### config.mk
export PLATFORM = sky130hd
export DESIGN_NAME = tap_port
export DESIGN_NICKNAME = d
export VERILOG_FILES = /design/src/rtl/tap_port.v /design/src/rtl/tap_sync.v
export VERILOG_INCLUDE_DIRS = /design/src /design/src/include
export SDC_FILE = /design/constraint.sdc
export NUM_CORES = 1
export LEC_CHECK = 0
export BUFFER_PORTS_ARGS = -buffer_cell sky130_fd_sc_hd__buf_2
export CAP_MARGIN = 25
export CORE_MARGIN = 2
export CORE_UTILIZATION = 25
export DETAILED_ROUTE_END_ITERATION = 10
export PLACE_DENSITY = 0.39
export REMOVE_ABC_BUFFERS = 1
export SKIP_CTS_REPAIR_TIMING = 1
export SKIP_LAST_GASP = 1
export SLEW_MARGIN = 20
export SYNTH_ARGS = -nofsm -noshare
export SYNTH_HDL_FRONTEND = slang
export SYNTH_SLANG_ARGS = --single-unit
### constraint.sdc
create_clock -name CORE_CLK -period 2.3 [get_ports CORE_CLK]
set_input_delay 0.23 -clock CORE_CLK [delete_from_list [all_inputs] [get_ports CORE_CLK]]
set_output_delay 0.23 -clock CORE_CLK [all_outputs]
set_load 0.05 [all_outputs]
### src/include/tap_consts.vh
// constants of the memory test access port
`ifndef TAP_CONSTS_VH
`define TAP_CONSTS_VH
`define TAP_IR_W        3
`define TAP_ID_W        32
`define TAP_IR_IDCODE   3'h1
`define TAP_IR_BYPASS   3'h7
`define TAP_IR_CAPTURE  3'h1
// arbitrary id value
`define TAP_ID_VALUE    32'h12345001
`define TAP_PIN_IDLE    1'h1
`define TAP_TCK_IDLE    1'h0
`define TAP_RST_PULSES  5
`endif

### src/rtl/tap_port.v
// test access port controller, instruction, bypass and id registers
`timescale 1ns/1ps
`include "tap_consts.vh"
module tap_port (
  input  wire CORE_CLK,
  input  wire RST_N,
  input  wire TCK,
  input  wire TMS,
  input  wire TMS_OE_N,
  input  wire TDI,
  input  wire TDI_OE_N,
  output wire TDO_O,
  output wire TDO_OE_N,
  output wire TAP_RESET,
  output wire [2:0] TAP_IR
);
  // ----------------------------------------
  // states
  // ----------------------------------------
  localparam [15:0] S_TLR = 16'h0001;
  localparam [15:0] S_RTI = 16'h0002;
  localparam [15:0] S_SDR = 16'h0004;
  localparam [15:0] S_CDR = 16'h0008;
  localparam [15:0] S_SHD = 16'h0010;
  localparam [15:0] S_E1D = 16'h0020;
  localparam [15:0] S_PDR = 16'h0040;
  localparam [15:0] S_E2D = 16'h0080;
  localparam [15:0] S_UDR = 16'h0100;
  localparam [15:0] S_SIR = 16'h0200;
  localparam [15:0] S_CIR = 16'h0400;
  localparam [15:0] S_SHI = 16'h0800;
  localparam [15:0] S_E1I = 16'h1000;
  localparam [15:0] S_PIR = 16'h2000;
  localparam [15:0] S_E2I = 16'h4000;
  localparam [15:0] S_UIR = 16'h8000;
  // ----------------------------------------
  // input sampling
  // ----------------------------------------
  wire tck_s;
  wire tms_pin_s;
  wire tms_oe_n_s;
  wire tdi_pin_s;
  wire tdi_oe_n_s;
  tap_sync #(.RST_VAL(`TAP_TCK_IDLE)) u_tck (
    .CLK   (CORE_CLK),
    .RST_N (RST_N),
    .D     (TCK),
    .Q     (tck_s)
  );
  tap_sync #(.RST_VAL(`TAP_PIN_IDLE)) u_tms (
    .CLK   (CORE_CLK),
    .RST_N (RST_N),
    .D     (TMS),
    .Q     (tms_pin_s)
  );
  tap_sync #(.RST_VAL(`TAP_PIN_IDLE)) u_tms_oe (
    .CLK   (CORE_CLK),
    .RST_N (RST_N),
    .D     (TMS_OE_N),
    .Q     (tms_oe_n_s)
  );
  tap_sync #(.RST_VAL(`TAP_PIN_IDLE)) u_tdi (
    .CLK   (CORE_CLK),
    .RST_N (RST_N),
    .D     (TDI),
    .Q     (tdi_pin_s)
  );
  tap_sync #(.RST_VAL(`TAP_PIN_IDLE)) u_tdi_oe (
    .CLK   (CORE_CLK),
    .RST_N (RST_N),
    .D     (TDI_OE_N),
    .Q     (tdi_oe_n_s)
  );
  // undriven pins read high
  wire tms_s = tms_oe_n_s | tms_pin_s;
  wire tdi_s = tdi_oe_n_s | tdi_pin_s;
  reg  tck_q;
  always @(posedge CORE_CLK) begin
    if (!RST_N) begin
      tck_q <= `TAP_TCK_IDLE;
    end else begin
      tck_q <= tck_s;
    end
  end
  wire rise = tck_s & ~tck_q;
  wire fall = ~tck_s & tck_q;
  // ----------------------------------------
  // controller
  // ----------------------------------------
  reg  [15:0] st_q;
  reg  [15:0] st_d;
  always @* begin
    case (st_q)
      S_TLR:   st_d = tms_s ? S_TLR : S_RTI;
      S_RTI:   st_d = tms_s ? S_SDR : S_RTI;
      S_SDR:   st_d = tms_s ? S_SIR : S_CDR;
      S_CDR:   st_d = tms_s ? S_E1D : S_SHD;
      S_SHD:   st_d = tms_s ? S_E1D : S_SHD;
      S_E1D:   st_d = tms_s ? S_UDR : S_PDR;
      S_PDR:   st_d = tms_s ? S_E2D : S_PDR;
      S_E2D:   st_d = tms_s ? S_UDR : S_SHD;
      S_UDR:   st_d = tms_s ? S_SDR : S_RTI;
      S_SIR:   st_d = tms_s ? S_TLR : S_CIR;
      S_CIR:   st_d = tms_s ? S_E1I : S_SHI;
      S_SHI:   st_d = tms_s ? S_E1I : S_SHI;
      S_E1I:   st_d = tms_s ? S_UIR : S_PIR;
      S_PIR:   st_d = tms_s ? S_E2I : S_PIR;
      S_E2I:   st_d = tms_s ? S_UIR : S_SHI;
      S_UIR:   st_d = tms_s ? S_SDR : S_RTI;
      default: st_d = S_TLR;
    endcase
  end
  // ----------------------------------------
  // registers
  // ----------------------------------------
  reg  [2:0]  ir_sh_q;
  reg  [2:0]  ir_q;
  reg         byp_q;
  reg  [31:0] id_q;
  wire        sel_id = (ir_q == `TAP_IR_IDCODE);
  always @(posedge CORE_CLK) begin
    if (!RST_N) begin
      st_q    <= S_TLR;
      ir_sh_q <= `TAP_IR_IDCODE;
      ir_q    <= `TAP_IR_IDCODE;
      byp_q   <= 1'h0;
    end else if (rise) begin
      st_q <= st_d;
      if (st_d == S_TLR) begin
        ir_q <= `TAP_IR_IDCODE;
      end
      if (st_q == S_CIR) begin
        ir_sh_q <= {ir_q[2], 2'h1};
      end else if (st_q == S_SHI) begin
        ir_sh_q <= {tdi_s, ir_sh_q[2:1]};
      end
      if (st_q == S_UIR) begin
        ir_q <= ir_sh_q;
      end
      if (st_q == S_CDR) begin
        byp_q <= 1'h0;
      end else if ((st_q == S_SHD) && !sel_id) begin
        byp_q <= tdi_s;
      end
    end
  end
  // ----------------------------------------
  // identification register, one cell a bit
  // ----------------------------------------
  wire [31:0] id_val = `TAP_ID_VALUE;
  wire        id_cap = rise & (st_q == S_CDR) & sel_id;
  wire        id_sh  = rise & (st_q == S_SHD) & sel_id;
  wire [31:0] id_d;
  genvar      gi;
  generate
    for (gi = 0; gi < `TAP_ID_W; gi = gi + 1) begin : g_id
      wire in_bit;
      if (gi == `TAP_ID_W - 1) begin : g_top
        assign in_bit = tdi_s;
      end else begin : g_mid
        assign in_bit = id_q[gi + 1];
      end
      assign id_d[gi] = id_cap ? id_val[gi] : (id_sh ? in_bit : id_q[gi]);
    end
  endgenerate
  always @(posedge CORE_CLK) begin
    if (!RST_N) begin
      id_q <= `TAP_ID_VALUE;
    end else begin
      id_q <= id_d;
    end
  end
  // ----------------------------------------
  // path select
  // ----------------------------------------
  reg tdo_d;
  reg tdo_oe_n_d;
  always @* begin
    tdo_oe_n_d = ~((st_q == S_SHD) | (st_q == S_SHI));
    if (st_q == S_SHI) begin
      tdo_d = ir_sh_q[0];
    end else if (sel_id) begin
      tdo_d = id_q[0];
    end else begin
      tdo_d = byp_q;
    end
  end
  // ----------------------------------------
  // output on falling edge
  // ----------------------------------------
  reg tdo_q;
  reg tdo_oe_n_q;
  always @(posedge CORE_CLK) begin
    if (!RST_N) begin
      tdo_q      <= 1'h1;
      tdo_oe_n_q <= 1'h1;
    end else if (fall) begin
      tdo_q      <= tdo_d;
      tdo_oe_n_q <= tdo_oe_n_d;
    end
  end
  assign TDO_O     = tdo_q;
  assign TDO_OE_N  = tdo_oe_n_q;
  assign TAP_RESET = st_q[0];
  assign TAP_IR    = ir_q;
endmodule // tap_port

### src/rtl/tap_sync.v
// two flip-flop synchroniser for pin inputs
`timescale 1ns/1ps
module tap_sync #(
  parameter RST_VAL = 1'h1
) (
  input  wire CLK,
  input  wire RST_N,
  input  wire D,
  output wire Q
);
  reg meta_q;
  reg sync_q;
  always @(posedge CLK) begin
    if (!RST_N) begin
      meta_q <= RST_VAL;
      sync_q <= RST_VAL;
    end else begin
      meta_q <= D;
      sync_q <= meta_q;
    end
  end
  assign Q = sync_q;
endmodule // tap_sync

=== Word-level counts from Yosys, hierarchy flattened ===
Cells that the tools add are included.

* Register bits: 68
* Output and inout bits: 6

* Equality and inequality tests: 18
* Multiplexer cells: 21
* Bitwise gates (word level): 13
* Reductions and logical operators: 12

{| class="wikitable"
|+ Operator list
! operator !! count
|-
| $pmux W16 S12 || 1
|-
| $eq A16 B1 Y1 const B || 2
|-
| $mux W16 || 2
|-
| $mux W9 || 2
|-
| $eq A16 B10 Y1 const B || 1
|-
| $eq A16 B11 Y1 const B || 1
|-
| $eq A16 B12 Y1 const B || 1
|-
| $eq A16 B13 Y1 const B || 1
|-
| $eq A16 B14 Y1 const B || 1
|-
| $eq A16 B15 Y1 const B || 1
|-
| $eq A16 B16 Y1 const B || 1
|-
| $eq A16 B2 Y1 const B || 1
|-
| $eq A16 B3 Y1 const B || 1
|-
| $eq A16 B4 Y1 const B || 1
|-
| $eq A16 B5 Y1 const B || 1
|-
| $eq A16 B6 Y1 const B || 1
|-
| $eq A16 B7 Y1 const B || 1
|-
| $eq A16 B8 Y1 const B || 1
|-
| $eq A16 B9 Y1 const B || 1
|-
| $mux W15 || 1
|-
| $mux W3 || 5
|-
| $mux W13 || 1
|-
| $mux W11 || 1
|-
| $mux W10 || 1
|-
| 14 further kinds || 33
|}

=== Logic depth before layout (Yosys ltp) ===
* Depth after elaboration: 6
* Mapped depth: 8

=== Cells and area by module ===
From an unflattened synthesis, not the netlist that was laid out.

* Cells, all modules: 362
* Area, all modules: 3061.7 sq um

{| class="wikitable"
|+ Modules (own cells, without submodules)
! module !! instances !! cells an instance !! area each (sq um)
|-
| tap_port || 1 || 342 || 2798.9
|-
| tap_sync || 5 || 4 || 52.6
|}

=== Worst setup path after synthesis ===
OpenSTA, ideal clock, no wires.

* Path type: reg2reg
* Start point: register st_q[0]
* End point: register ir_q[1] (netlist: TAP_IR[1])
* Data arrival time: 2.047 ns
* Required time: 2.159 ns
* Setup slack: 0.112 ns
* Cell stages (with the launch flop): 7
* Path buffers: 0
* Cells stage by stage: dfxtp_1 -> nor4_4 -> nand2_1 -> nor3_1 -> or4_1 -> o41ai_2 -> a311oi_1

* Word-level cells in the longest chain between the ends: 6

{| class="wikitable"
|+ Ends and longest elaborated chain
! element !! RTL line !! text
|-
| from (decl) || tap_port.v:90 || <nowiki>reg [15:0] st_q;</nowiki>
|-
| from (signal assigned) || tap_port.v:128 || <nowiki>st_q <= st_d;</nowiki>
|-
| $eq A16 B16 Y1, or another cell as far along || tap_port.v:93, tap_port.v:137 ||
|-
| $reduce_or A3 Y1 (no source line) / $reduce_or A2 Y1 (equally long branches) || n/a ||
|-
| $pmux W16 S12 || tap_port.v:93 || <nowiki>case (st_q)</nowiki>
|-
| $eq A16 B1 Y1 || tap_port.v:129 || <nowiki>if (st_d == S_TLR) begin</nowiki>
|-
| $reduce_bool A2 Y1 (no source line) || n/a ||
|-
| $reduce_and A2 Y1 (no source line) || n/a ||
|-
| to (signal assigned) || tap_port.v:125 || <nowiki>ir_q <= `TAP_IR_IDCODE;</nowiki>
|-
| to (signal assigned) || tap_port.v:130 || <nowiki>ir_q <= `TAP_IR_IDCODE;</nowiki>
|-
| to (signal assigned) || tap_port.v:138 || <nowiki>ir_q <= ir_sh_q;</nowiki>
|-
| to (decl) || tap_port.v:117 || <nowiki>reg [2:0] ir_q;</nowiki>
|}

Several ways; a longest one is shown, not always the timed one.
A chain may end at the register's enable or synchronous reset.

=== Worst setup path after layout ===
* Start point: register st_q[11]
* End point: register ir_q[2] (netlist: TAP_IR[2])

The elaborated chain is that of the path after synthesis.

==> results.yml <==
placement:
  dp_slack_ps: 53.77
  gp_congestion: 0.7357
  hpwl_um: 4396
  io_buffer_count: 12
floorplan:
  ioPinCount: 13
  start_util_pct: 25.77
  fp-row-count: 39
  die_w_um: 112.7
  dieArea_um2: 12710
  die_h_um: 112.7
  coreArea_um2: 11470
power:
  cellInternalPower_mw: 2.087
  power.ir.vdd_worst_mv: 0.3667
  p_leak_nw: 1.308
  p_clk_share_pct: 53.3
  p_sw_mw: 0.5973
  seqPwrFrac_pct: 44.3
  p_comb_share_pct: 2.4
  switching_share_pct: 22.25
  p_per_area_nw_per_um2: 753.2
logic_synthesis:
  postSynthCellCount: 356
  synth_edf_count: 0
  ys.flop_type: "dfxtp_1"
  syn_avg_cell_area_um2: 8.301
  synth.area.top_cells: "dfxtp_1, nand2_1, a21oi_1"
  yosys.area.top_type: "dfxtp_1"
  synthArstFlopShare_pct: 0
  yosysMostFrequentCell: "nand2_1"
  synth_top_area_share_pct: 46.06
  ys_seq_elements: 68
  ys_warn_count: 0
  synth_common_cells: "nand2_1, dfxtp_1, a21oi_1"
  yosysSeqAreaShare_pct: 46.06
  ys_types: 45
  netlist_area_um2: 2955
route:
  drtPass1Iterations: 4
  ant_nets: 0
  vias_per_cell: 4.679
  first_iter_violations: 141
  via_count: 2438
  routed_wl_um: 6728
  wl_per_cell_um: 12.91
  drc: 0
worst_hold_path:
  hp-class: "in -> reg"
  hold_depth: 2
  hold_end: "u_tdi.meta_q"
  hp-start: "TDI"
timing:
  fin_crit_ps: 2176
  fin_ws_ps: 123.6
  timing.fmax_ghz: 0.4595
  slew_violations: 0
  setup_violations: 0
  slew-limit-headroom_pct: 39.77
  hold_violations: 0
  clock_skew_ps: 5.058
  final.period_utilization_pct: 94.63
  worstMarginPinSlew_ps: 899.2
  rsz0062_at_grt: "no"
grt:
  grt_pass1_vias: 2339
  use_met2_pct: 16.53
  overflow: 0
  grt_max_degree: 32
  met1_usage_pct: 15.68
  antenna_found_initial: 0
  grt-busiest-layer: "met2"
  use_met3_pct: 2.089
  grt_pass1_wl_um: 11560
  track_usage_pct: 11.54
setup_path:
  critPathRequiredTime_ps: 2500
  crit_fanout: 7
  cpMaxStageDelayCell: "or4_1"
  critical_path_buf_inv_count: 0
  r2r_setup_slack_ps: 120
  reg2reg_to: "TAP_IR[2]"
  cp.depth: 6
  crit_family: "compound AO/OA/AOI/OAI gates"
  critPathCaptureType: "flip-flop"
  worstReg2RegStart: "st_q[11]"
  r2r.worst_path.cells: 6
  cp.arrival_ps: 2380
  crit_path_max_incr_delay_ps: 600
  crit_chain: "xor2_1, o21ai_0, nor3_1, or4_1, o41ai_4, a311oi_1"
  worstSetupPathType: "reg -> reg"
  critPathLaunchType: "flip-flop"
job:
  cap_viol_max_count: 0
cts:
  ctsRootBufferMaster: "clkbuf_16"
  path_clk_slew_ps: 60
  cts_tree: "built"
  insertion_delay_ps: 340
  clk_path_buf_depth: 2
  cts.sinks: 68
  cts_made_buffers: 9
  htreeDepth: 3
layout:
  fin_util_pct: 31.09
  layout-drive-gt1-share_pct: 16.14
  fin_nets: 380
  antenna_cells: 0
  syn2layout_area_growth_pct: 20.62
run_status:
  status: "finished clean"
==> worst register-to-register path, stage by stage, from the launching register on <==
cell and delay, ps:
dfxtp_1 520, xor2_1 150, o21ai_0 220, nor3_1 90, or4_1 600, o41ai_4 330, a311oi_1 140
==> per-layer routing <==
| metal | up-vias | part of all wire, % |
|---|---|---|
| li1 | 1260 | - |
| met1 | 1132 | 50 |
| met2 | 32 | 44 |
| met3 | 14 | 3.0 |
| met4 | 0 | 3.3 |
| met5 | - | 0 |
==> worst max-delay path by stage <==
stage / start / slack (ps) / endpoint
detailed placement: st_q[5] / 50 / ir_sh_q[2]
global placement: st_q[5] / 50 / TAP_IR[1]
finish: st_q[11] / 120 / TAP_IR[2]
floorplan: st_q[0] / -460 / id_q[31]
CTS: st_q[5] / 40 / TAP_IR[1]
global route: st_q[11] / 5 / TAP_IR[2]
==> placed cells by master (no fill, tap or decap), drive strengths merged, types with 2 or more instances in the layout <==
cell type | synthesis | layout
clkbuf | 11 | 10
o21ai | 10 | 10
nor2 | 33 | 33
xor2 | 4 | 4
o211ai | 2 | 2
dfxtp | 68 | 68
nor4b | 6 | 6
a22oi | 5 | 5
nand3b | 3 | 3
nand2 | 83 | 83
a21oi | 39 | 39
mux2i | 3 | 3
o41ai | 2 | 2
a32oi | 2 | 2
or2 | 2 | 2
clkinvlp | 0 | 2
nand4 | 6 | 6
mux2 | 2 | 2
and2 | 4 | 4
xnor2 | 4 | 4
nand3 | 13 | 13
nor3 | 5 | 5
buf | 12 | 29
nand2b | 12 | 12
inv | 3 | 5
nand4b | 2 | 2
nor3b | 2 | 2
nor4 | 7 | 7
a311oi | 2 | 2
==> through the flow <==
| stage | power, mW | instances | hold slack (ps) | area [um2] | setup TNS, ps |
|---|---|---|---|---|---|
| 2_1_floorplan | 1.248 | 333 | 303.0 | 2848 | -10090 |
| 3_3_place_gp | 1.283 | 503 | 389.7 | 3227 | 0 |
| 3_5_place_dp | 1.282 | 503 | 391.7 | 3227 | 0 |
| 4_1_cts | 2.723 | 519 | 63.90 | 3537 | 0 |
| 5_1_grt | 2.792 | 521 | 70.27 | 3565 | 0 |
| 6_report | 2.685 | 521 | 71.80 | 3565 | 0 |
==> power groups by stage <==
stage / clock, mW / sequential (mW) / combinational (mW)
floorplan: 0 / 1.22 / 0.0275
global placement: 0 / 1.22 / 0.0665
detailed placement: 0 / 1.22 / 0.0651
CTS: 1.47 / 1.19 / 0.0655
global route: 1.53 / 1.19 / 0.0716
finish: 1.43 / 1.19 / 0.0646
==> flip-flops by register name, summed over array words and instances (netlist names) <==
signal / cells
byp_q: 1
u_tck.Q: 1
u_tdi_oe.meta_q: 1
u_tms.meta_q: 1
u_tms.Q: 1
u_tdi.Q: 1
TAP_IR: 3
tck_q: 1
u_tdi.meta_q: 1
u_tms_oe.Q: 1
u_tdi_oe.Q: 1
TDO_OE_N: 1
st_q: 16
id_q: 32
u_tck.meta_q: 1
ir_sh_q: 3
TDO_O: 1
u_tms_oe.meta_q: 1
==> area by class of cell <==
cell class	instances	area (um2)
Tap cell	143	178.9
Clock buffer	10	239.0
Fill cell	1192	7903
Timing Repair Buffer	29	212.7
Multi-Input combinational cell	262	1489
Inverter	3	11.26
Clock inverter	6	71.32
Sequential cell	68	1363
==> cells by family after synthesis <==
| kind of cell | Yosys count | synth area share [%] |
|---|---|---|
| multiplexers | 5 | 1.778 |
| AND/OR/NAND/NOR | 182 | 31.58 |
| AO/OA/AOI/OAI | 67 | 14.18 |
| XOR/XNOR | 8 | 2.371 |
| buffers and inverters | 26 | 4.022 |
| flip-flops | 68 | 46.06 |
Note: power is estimated with default switching activity, not from simulation.
